## src/inc/cscpkg.sv

```systemverilog
package cscpkg;

// ----------------------------------------------------------------
// Register map (byte addresses)
// ----------------------------------------------------------------
localparam logic [3:0] REG_CTRL = 4'h0;
localparam logic [3:0] REG_STATUS = 4'h4;
localparam logic [3:0] REG_INPUTS = 4'h8;
localparam logic [3:0] REG_ALARM = 4'hc;

// ----------------------------------------------------------------
// Control register fields (CTRL_START, CTRL_CLEAR, CTRL_FULL_RESET write one to act; CTRL_GPIO3_CAL is held)
// ----------------------------------------------------------------
localparam int CTRL_START = 0;
localparam int CTRL_CLEAR = 1;
localparam int CTRL_FULL_RESET = 2;
localparam int CTRL_GPIO3_CAL = 3;

// ----------------------------------------------------------------
// Status register fields
// ----------------------------------------------------------------
localparam int ST_ACTIVE = 0;
localparam int ST_DONE = 1;
localparam int ST_FAULT = 2;
localparam int ST_ALARM_BLK = 3;
localparam int ST_CHARGE_BLK = 4;
localparam int ST_CHARGING = 5;
localparam int ST_BACKUP = 6;
localparam int ST_SHUTDOWN = 7;
localparam int ST_REG_RESET = 8;
localparam int ST_FIELD_W = 12;

// ----------------------------------------------------------------
// Alarm message bits that abort calibration
// ----------------------------------------------------------------
localparam logic [15:0] ALARM_CAL_MASK = 16'h5800;

// ----------------------------------------------------------------
// Reset values
// ----------------------------------------------------------------
localparam logic GPIO3_CAL_RST = 1'b0;
localparam logic [31:0] READ_ZERO = 32'h0000_0000;

// ----------------------------------------------------------------
// Mode machine
// ----------------------------------------------------------------
typedef enum logic [5:0] {
    CSC_IDLE = 6'h01,
    CSC_CAL = 6'h02,
    CSC_CHARGE = 6'h04,
    CSC_BACKUP = 6'h08,
    CSC_HOLD = 6'h10,
    CSC_SHUTDOWN_INPUT = 6'h20
} csc_mode_t;

endpackage

```

## src/verilog/csc_sync.sv

```systemverilog
module csc_sync
    import cscpkg::*;
#(
    parameter int W = 1
) (
    input wire logic clk_i,
    input wire logic rst_i,
    input wire logic [W-1:0] d_i,
    output logic [W-1:0] q_o
);

    logic [W-1:0] meta;

    always_ff @(posedge clk_i) begin
        if (rst_i) begin
            meta <= '0;
            q_o <= '0;
        end else begin
            meta <= d_i;
            q_o <= meta;
        end
    end

endmodule

```

## src/verilog/csc_top.sv

```systemverilog
module csc_top
    import cscpkg::*;
#(
    parameter int TIMER_W = 16
) (
    input wire logic clk_i,
    input wire logic rst_i,
    input wire logic cyc_i,
    input wire logic stb_i,
    input wire logic we_i,
    input wire logic [3:0] adr_i,
    input wire logic [3:0] sel_i,
    input wire logic [31:0] dat_i,
    output logic [31:0] dat_o,
    output logic ack_o,
    input wire logic shutdown_input_i,
    input wire logic supply_present_input_i,
    input wire logic undervoltage_detect_i,
    input wire logic back_drive_detect_i,
    input wire logic supply_overvoltage_detect_i,
    input wire logic discharge_cutoff_i,
    input wire logic thermistor_overrange_i,
    input wire logic thermistor_too_warm_i,
    input wire logic thermistor_underrange_i,
    input wire logic battery_retained_i,
    input wire logic chemistry_select_i,
    input wire logic host_mode_select_i,
    output logic discharge_enable_o,
    output logic charge_enable_o,
    output logic backup_enable_o,
    output logic timer_clear_o,
    output logic charge_type_o,
    output logic battery_isolation_gate_o,
    output logic charge_switch_gate_o,
    output logic discharge_switch_gate_o,
    output logic supply_present_status_out_o,
    output logic supply_present_status_out_oe_n_o,
    output logic calibration_done_out_o,
    output logic calibration_done_out_oe_n_o,
    output logic smbus_enable_o,
    output logic osc_enable_o
);

    // ------------------------------------------------------------
    // Pin synchronisers
    // ------------------------------------------------------------
    localparam int NPIN = 12;
    logic [NPIN-1:0] pin_raw;
    logic [NPIN-1:0] pin_s;
    logic shutdown_input, sup, uvd, back_drive_detect, ovp, cutoff, t_or, t_hot, t_ur;
    logic bat_ok, chem, hostsel;

    assign pin_raw = {shutdown_input_i, supply_present_input_i,
        undervoltage_detect_i, back_drive_detect_i,
        supply_overvoltage_detect_i, discharge_cutoff_i,
        thermistor_overrange_i, thermistor_too_warm_i,
        thermistor_underrange_i, battery_retained_i,
        chemistry_select_i, host_mode_select_i};

    csc_sync #(
        .W(NPIN)
    ) u_sync (
        .clk_i(clk_i),
        .rst_i(rst_i),
        .d_i(pin_raw),
        .q_o(pin_s)
    );

    assign {shutdown_input, sup, uvd, back_drive_detect, ovp, cutoff, t_or, t_hot, t_ur,
        bat_ok, chem, hostsel} = pin_s;

    // ------------------------------------------------------------
    // Register bus
    // ------------------------------------------------------------
    logic wr_ctrl, wr_alarm;
    logic [31:0] wdata;
    logic [31:0] status_word, inputs_word, alarm_word, ctrl_word;
    logic gpio3_cal;
    logic [15:0] alarm_msg;
    csc_mode_t mode, next_mode;
    logic cal_fault, cal_done, alarm_blk, charge_blk;

    // Register reset and shutdown block host writes; reads are still answered
    logic bus_block;
    assign bus_block = mode == CSC_HOLD || mode == CSC_SHUTDOWN_INPUT;

    csc_wb u_wb (
        .clk_i(clk_i),
        .rst_i(rst_i),
        .cyc_i(cyc_i),
        .stb_i(stb_i),
        .we_i(we_i),
        .adr_i(adr_i),
        .sel_i(sel_i),
        .dat_i(dat_i),
        .status_i(status_word),
        .inputs_i(inputs_word),
        .alarm_i(alarm_word),
        .ctrl_rd_i(ctrl_word),
        .dat_o(dat_o),
        .ack_o(ack_o),
        .wr_ctrl_o(wr_ctrl),
        .wr_alarm_o(wr_alarm),
        .wdata_o(wdata)
    );

    logic start_wr, clear_wr, full_wr;
    assign start_wr = wr_ctrl && !bus_block && wdata[CTRL_START];
    assign clear_wr = wr_ctrl && !bus_block && wdata[CTRL_CLEAR];
    assign full_wr = wr_ctrl && !bus_block && wdata[CTRL_FULL_RESET];

    // Alarm message from the battery, latched for readback
    logic alarm_hit;
    assign alarm_hit = wr_alarm && !bus_block
        && |(wdata[15:0] & ALARM_CAL_MASK);

    always_ff @(posedge clk_i) begin
        if (rst_i) begin
            alarm_msg <= '0;
        end else if (bus_block) begin
            alarm_msg <= '0;
        end else if (wr_alarm) begin
            alarm_msg <= wdata[15:0];
        end
    end

    always_ff @(posedge clk_i) begin
        if (rst_i) begin
            gpio3_cal <= GPIO3_CAL_RST;
        end else if (bus_block) begin
            gpio3_cal <= GPIO3_CAL_RST;
        end else if (wr_ctrl) begin
            gpio3_cal <= wdata[CTRL_GPIO3_CAL];
        end
    end

    // ------------------------------------------------------------
    // Mode machine
    // ------------------------------------------------------------
    logic lost, start_ok, prot_trip, therm_bad, therm_good;
    logic cal_wait;
    assign lost = !sup || shutdown_input || uvd || full_wr;
    assign start_ok = !t_or && sup && !shutdown_input && !cal_fault
        && start_wr;
    assign prot_trip = back_drive_detect || ovp;
    assign therm_bad = (t_hot && !t_ur) || t_or;
    assign therm_good = !therm_bad;

    always_comb begin
        next_mode = mode;
        case (mode)
            CSC_SHUTDOWN_INPUT: begin
                if (!uvd) begin
                    next_mode = CSC_IDLE;
                end
            end
            default: begin
                if (uvd && shutdown_input) begin
                    next_mode = CSC_SHUTDOWN_INPUT;
                end else if (shutdown_input && sup) begin
                    next_mode = CSC_HOLD;
                end else if (mode == CSC_HOLD) begin
                    if (!shutdown_input) begin
                        next_mode = CSC_IDLE;
                    end
                end else if (!sup || uvd) begin
                    next_mode = CSC_BACKUP;
                end else if (mode == CSC_CAL) begin
                    if (full_wr || clear_wr) begin
                        next_mode = CSC_IDLE;
                    end else if (prot_trip || cutoff || alarm_hit) begin
                        next_mode = CSC_CHARGE;
                    end else if (therm_bad) begin
                        next_mode = CSC_IDLE;
                    end
                end else if (start_ok) begin
                    next_mode = CSC_CAL;
                end else if (mode == CSC_BACKUP) begin
                    next_mode = CSC_IDLE;
                end else if (mode == CSC_IDLE && cal_fault
                    && cal_wait && therm_good) begin
                    next_mode = CSC_CHARGE;
                end
            end
        endcase
    end

    // Thermal abort remembered until the thermistor recovers
    always_ff @(posedge clk_i) begin
        if (rst_i) begin
            cal_wait <= 1'b0;
        end else if (mode == CSC_CAL && next_mode == CSC_IDLE
            && therm_bad && !lost && !clear_wr) begin
            cal_wait <= 1'b1;
        end else if (next_mode != CSC_IDLE || clear_wr) begin
            cal_wait <= 1'b0;
        end
    end

    always_ff @(posedge clk_i) begin
        if (rst_i) begin
            mode <= CSC_IDLE;
        end else begin
            mode <= next_mode;
        end
    end

    // ------------------------------------------------------------
    // Sticky flags
    // ------------------------------------------------------------
    logic fault_set, fault_clr;
    assign fault_set = mode == CSC_CAL && !clear_wr && !full_wr
        && !shutdown_input && (prot_trip || therm_bad || alarm_hit || !sup
        || uvd);
    // Supply loss alone keeps the fault while the battery holds
    assign fault_clr = clear_wr || full_wr || shutdown_input
        || (!bat_ok && !sup);

    always_ff @(posedge clk_i) begin
        if (rst_i) begin
            cal_fault <= 1'b0;
        end else if (fault_set) begin
            cal_fault <= 1'b1;
        end else if (fault_clr) begin
            cal_fault <= 1'b0;
        end
    end

    always_ff @(posedge clk_i) begin
        if (rst_i) begin
            cal_done <= 1'b0;
        end else if (mode == CSC_CAL && cutoff && !lost && !clear_wr
            && !prot_trip && !alarm_hit) begin
            cal_done <= 1'b1;
        end else if (clear_wr || bus_block || full_wr
            || (start_ok && mode != CSC_CAL)) begin
            cal_done <= 1'b0;
        end
    end

    always_ff @(posedge clk_i) begin
        if (rst_i) begin
            alarm_blk <= 1'b0;
        end else if (lost || bus_block) begin
            alarm_blk <= 1'b0;
        end else if (mode == CSC_CAL && alarm_hit) begin
            alarm_blk <= 1'b1;
        end
    end

    always_ff @(posedge clk_i) begin
        if (rst_i) begin
            charge_blk <= 1'b0;
        end else if (lost || bus_block) begin
            charge_blk <= 1'b0;
        end
    end

    // ------------------------------------------------------------
    // Outputs
    // ------------------------------------------------------------
    logic in_shutdown_input;
    assign in_shutdown_input = mode == CSC_SHUTDOWN_INPUT;
    assign discharge_enable_o = mode == CSC_CAL;
    assign charge_enable_o = mode == CSC_CHARGE;
    assign backup_enable_o = mode == CSC_BACKUP;
    assign timer_clear_o = mode == CSC_HOLD || in_shutdown_input
        || (next_mode == CSC_CAL && mode != CSC_CAL);
    assign charge_type_o = chem ^ hostsel;
    assign battery_isolation_gate_o = in_shutdown_input;
    assign charge_switch_gate_o = mode == CSC_CHARGE;
    assign discharge_switch_gate_o = mode == CSC_CAL;
    assign supply_present_status_out_o = 1'b0;
    assign supply_present_status_out_oe_n_o = !(sup && !in_shutdown_input);
    assign calibration_done_out_o = 1'b0;
    assign calibration_done_out_oe_n_o = !(gpio3_cal && cal_done
        && !in_shutdown_input);
    assign smbus_enable_o = !in_shutdown_input;
    assign osc_enable_o = !in_shutdown_input;

    always_comb begin
        status_word = READ_ZERO;
        status_word[ST_ACTIVE] = mode == CSC_CAL;
        status_word[ST_DONE] = cal_done;
        status_word[ST_FAULT] = cal_fault;
        status_word[ST_ALARM_BLK] = alarm_blk;
        status_word[ST_CHARGE_BLK] = charge_blk;
        status_word[ST_CHARGING] = mode == CSC_CHARGE;
        status_word[ST_BACKUP] = mode == CSC_BACKUP;
        status_word[ST_SHUTDOWN] = in_shutdown_input;
        status_word[ST_REG_RESET] = mode == CSC_HOLD;
    end
    assign inputs_word = {{(32 - NPIN){1'b0}}, pin_s};
    assign alarm_word = {16'h0000, alarm_msg};
    assign ctrl_word = {28'h0000000, gpio3_cal, 3'h0};

    // ------------------------------------------------------------
    // Checks
    // ------------------------------------------------------------
    back_drive_detect_end_a: assert property (@(posedge clk_i)
        disable iff (rst_i)
        mode == CSC_CAL && back_drive_detect && sup && !uvd && !shutdown_input && !clear_wr
        && !full_wr |=> mode == CSC_CHARGE && cal_fault)
        else $error("back drive did not end calibration");
    ovp_end_a: assert property (@(posedge clk_i)
        disable iff (rst_i)
        mode == CSC_CAL && ovp && sup && !uvd && !shutdown_input && !clear_wr
        && !full_wr |=> !discharge_enable_o && charge_enable_o && cal_fault)
        else $error("overvoltage did not end calibration");
    loss_backup_a: assert property (@(posedge clk_i)
        disable iff (rst_i)
        mode == CSC_CAL && !sup && !shutdown_input && !full_wr && !clear_wr
        |=> backup_enable_o && cal_fault)
        else $error("supply loss did not enter backup");
    fault_block_a: assert property (@(posedge clk_i)
        disable iff (rst_i)
        cal_fault && mode != CSC_CAL |=> mode != CSC_CAL)
        else $error("calibration started with fault set");
    clear_flags_a: assert property (@(posedge clk_i)
        disable iff (rst_i)
        clear_wr && mode != CSC_CAL |=> !cal_fault && !cal_done)
        else $error("clear write left a flag set");
    shutdown_input_reset_a: assert property (@(posedge clk_i)
        disable iff (rst_i)
        shutdown_input && sup && !uvd && mode != CSC_SHUTDOWN_INPUT |=> mode == CSC_HOLD)
        else $error("shutdown did not reset registers");
    shutdown_input_gates_a: assert property (@(posedge clk_i)
        disable iff (rst_i)
        in_shutdown_input |-> battery_isolation_gate_o && !charge_switch_gate_o
        && !discharge_switch_gate_o && !smbus_enable_o)
        else $error("shutdown gates wrong");
    uv_return_a: assert property (@(posedge clk_i)
        disable iff (rst_i)
        in_shutdown_input && !uvd |=> mode == CSC_IDLE)
        else $error("shutdown not left on supply return");

endmodule

```

## src/verilog/csc_wb.sv

```systemverilog
module csc_wb
    import cscpkg::*;
(
    input wire logic clk_i,
    input wire logic rst_i,
    input wire logic cyc_i,
    input wire logic stb_i,
    input wire logic we_i,
    input wire logic [3:0] adr_i,
    input wire logic [3:0] sel_i,
    input wire logic [31:0] dat_i,
    input wire logic [31:0] status_i,
    input wire logic [31:0] inputs_i,
    input wire logic [31:0] alarm_i,
    input wire logic [31:0] ctrl_rd_i,
    output logic [31:0] dat_o,
    output logic ack_o,
    output logic wr_ctrl_o,
    output logic wr_alarm_o,
    output logic [31:0] wdata_o
);

    // ------------------------------------------------------------
    // One wait state: ack one cycle after the request, then drop
    // ------------------------------------------------------------
    logic req;
    assign req = cyc_i && stb_i && !ack_o;

    always_ff @(posedge clk_i) begin
        if (rst_i) begin
            ack_o <= 1'b0;
        end else begin
            ack_o <= req;
        end
    end

    always_ff @(posedge clk_i) begin
        if (rst_i) begin
            dat_o <= READ_ZERO;
        end else if (req && !we_i) begin
            case (adr_i)
                REG_CTRL: dat_o <= ctrl_rd_i;
                REG_STATUS: dat_o <= status_i;
                REG_INPUTS: dat_o <= inputs_i;
                REG_ALARM: dat_o <= alarm_i;
                default: dat_o <= READ_ZERO;
            endcase
        end
    end

    // Write strobes fire with ack, the edge the master takes it
    logic wr_go;
    assign wr_go = cyc_i && stb_i && ack_o && we_i;
    assign wr_ctrl_o = wr_go && sel_i[0] && adr_i == REG_CTRL;
    assign wr_alarm_o = wr_go && (&sel_i[1:0]) && adr_i == REG_ALARM;
    assign wdata_o = dat_i;

endmodule
```

## config.mk

```make
export PLATFORM = sky130hd
export DESIGN_NAME = csc_top
export DESIGN_NICKNAME = d
export VERILOG_FILES = /design/src/inc/cscpkg.sv /design/src/verilog/csc_sync.sv /design/src/verilog/csc_top.sv /design/src/verilog/csc_wb.sv
export SDC_FILE = /design/constraint.sdc
export NUM_CORES = 1
export LEC_CHECK = 0
export BUFFER_PORTS_ARGS = -buffer_cell sky130_fd_sc_hd__buf_2
export CAP_MARGIN = 15
export CORE_UTILIZATION = 30
export DETAILED_ROUTE_END_ITERATION = 12
export GPL_TIMING_DRIVEN = 0
export PLACE_DENSITY = 0.57
export SLEW_MARGIN = 20
export SYNTH_ARGS = -nofsm -noshare
export SYNTH_HDL_FRONTEND = slang
export SYNTH_HIERARCHICAL = 1
export SYNTH_SLANG_ARGS = --single-unit
```

## constraint.sdc

```tcl
create_clock -name clk_i -period 4.5 [get_ports clk_i]
set_clock_uncertainty 0.15 [all_clocks]
set_input_delay 0.675 -clock clk_i [delete_from_list [all_inputs] [get_ports clk_i]]
set_output_delay 0.675 -clock clk_i [all_outputs]
set_load 0.005 [all_outputs]
```

==> metrics.md <==
| Metric | Value |
|---|---|
| Fin. Hold Viols | 0 |
| R2R depth | 10 |
| Pin count of the biggest net entering global routing | 18 |
| Grt total ovfl | 0 |
| CP Launch Type | input pin |
| P_int | ~0.0013 W |
| FP Rows | 43 |
| Mapped Cells | ~440 |
| Cell repeated most along the worst path | buf_2 |
| Die X | roughly 120 microns |
| Setup WS pre-CTS | -0.1686 ns |
| Worst Hold Margin | 0.2838 ns |
| P_leak | between 2 and 3 nW |
| Worst VDD drop | 0.1604 mV |
| Net Sw Frac | a little over a quarter |
| Root buf cell | clkbuf_16 |
| Part of the cycle the worst path needs | between 90 and 100% |
| Commonest non-fill, non-tap cell in the layout | conb_1 |
| Share of cells above drive strength 1 | approximately a quarter |
| Count of final setup violators | 0 |
| CP max-delay cell | or4_1 |
| Die Area | 15210 sq um |
| Setup TNS Final | 0 ns |
| Critical-path maximum fanout | 8 |
| Hold EP | u_sync/q_o[11] |
| CTS tree | built |
| Slew HR | about 50% |
| # hold bufs at CTS | 0 |
| CP endpoint kind | output pin |
| Setup slack, reg-to-reg | between 1 and 1.5 ns |
| Netlist Area Pre-Place | 4415 sq um |
| Clk Latency, worst-skew pair | between 0.3 and 0.4 ns |
| Synth-to-layout area growth | 27.91% |
| Hold Crit Start | u_sync/meta[11] |
| Num CTS Buffers | 9 |
| Die H | 123.3 microns |
| Seq pwr share | between 40 and 50% |
| Nets@finish | between 600 and 700 |
| Most frequent cells in the layout | 93 x conb_1, 84 x dfxtp_1, 81 x mux2i_1, 75 x buf_2, 33 x o22ai_1 |
| Number of post-CTS setup repair buffers | 0 |
| Critical-path cell list | buf_2 -> or4_1 -> nor2_1 -> clkbuf_1 -> o31a_1 -> o21ai_1 -> nand4_1 -> o31ai_4 -> a2111oi_4 -> a31o_1 -> buf_2 |
| Final GP Congestion | just under 0.9 |
| WL per Instance | about 15 microns |
| Cell Pwr Density | 308.5 nW/um^2 |
| Fmax | approximately 230 MHz |
| Pre-antenna DRT Iters | 4 |
| Combinational Power Share | between 10% and 20% |
| Unrepaired setup endpoints after global routing | false |
| CTS sink count | 84 |
| Global-route wire length before repair | ~19 mm |
| Reg-to-Reg End | cal_wait |
| Final Power | ~0.0017 W |
| Maxcap violations | 0 |
| Clk pwr share | approximately 46% |
| Routed vias/inst | about 4.8 |
| Slew @ Worst Pin | 0.7432 ns |
| Avg Inst Size Synth | slightly above 10 sq um |
| 1st-iter DRT viols | between 200 and 250 |
| Starting density of the core | about 31% |
| Worst Path Buf+Inv | 3 |
| GRT Util Overall | 16.83% |
| Vias in the first global route | 3630 |
| Clock Tree Buf Depth | 2 |
| Final min period | around 4.4 ns |
| Port Buffer Count | between 60 and 70 |
| Core area | roughly 14000 sq um |
| Hold WC Path Type | flop to flop |
| Critical Path Max Stage Delay | ~0.6 ns |
| IO Count | 104 |
| Hold Path Cell Cnt | 1 |
| DP HPWL | a little over 9 mm |
| Crit path DAT | ~3.5 ns |
| Drt drc | 0 |
| Critical Path RT | 3.67 ns |
| Min setup slack post-route | roughly 0.14 ns |
| Critical R2R Launch | u_wb/ack_o |
| Antenna-violating nets left | 0 |
| WS Path Type | input pin to output pin |
| Initial antenna violation count | 0 |
| Vias | between 3k and 4k |
| Clock-pin slew on the worst setup and hold paths | 0.06 ns |
| # diodes | 0 |
| Routed wire length | ~12 mm |
| H-tree Lvls | 3 |
| Top delay family on crit path | compound AO/OA/AOI/OAI gates |
| Outcome | complete, no violations |
| Sw Pwr | 0.0004605 W |
| Pins Over Slew Limit | 0 |
| Yosys warning total | 6 |
==> power by group through the flow <==
stage / Clock (W) / Combinational (W) / Sequential, W
floorplan: 0 / 0.000133 / 0.000779
global placement: 0 / 0.000172 / 0.000783
detailed placement: 0 / 0.000174 / 0.000783
CTS: 0.000810 / 0.000175 / 0.000766
global route: 0.000845 / 0.000199 / 0.000767
finish: 0.000797 / 0.000180 / 0.000766
==> final cells by class <==
cell class                      instances  area [sq um]
Buffer                                 60         395.4
Clock buffer                            9         225.2
Clock inverter                          7         88.84
Fill cell                            1419          8448
Inverter                                5         18.77
Multi-Input combinational cell        382          2683
Sequential cell                        84          1682
Tap cell                              180         225.2
Timing Repair Buffer                   66         330.3
==> sequential cells by signal (all words and copies together) (netlist names) <==
register and count:
alarm_blk 1, gpio3_cal 1, cal_wait 1, u_sync/meta 12, cal_done 1, u_wb/ack_o 1, u_sync/q_o 12, mode 6
cal_fault 1, u_wb/dat_o 32, alarm_msg 16
==> per-stage QoR <==
stage,std cells,instance area (sq um),utilization (%)
after CTS,793,5635,39.98
after global routing,793,5648,40.07
final,793,5648,40.07
after global placement,777,5316,37.72
after detailed placement,777,5316,37.72
after floorplan,531,4761,-
==> how the worst max path moves through the flow <==
stage | start | cells after the start | endpoint
detailed placement | adr_i[1] | 10 | timer_clear_o
global placement | adr_i[1] | 10 | timer_clear_o
finish | adr_i[1] | 11 | timer_clear_o
floorplan | adr_i[1] | 8 | timer_clear_o
global route | adr_i[2] | 13 | timer_clear_o
CTS | adr_i[1] | 10 | timer_clear_o
==> metal layers <==
metal  GRT usage, %  wire length (microns)  vias up
li1               -                      -     1882
met1          21.73                   5605     1818
met2          27.16                   5745      120
met3          2.629                    579       18
met4          8.358                    255        0
met5              0                      0        -
==> what timing repair did <==
action | 4_1_cts | 5_1_grt
pin swaps | 0 | 0
endpoints found under the setup margin | 1 | 1
gates resized for setup | 1 | 2
Note: power is estimated with default switching activity, not from simulation.
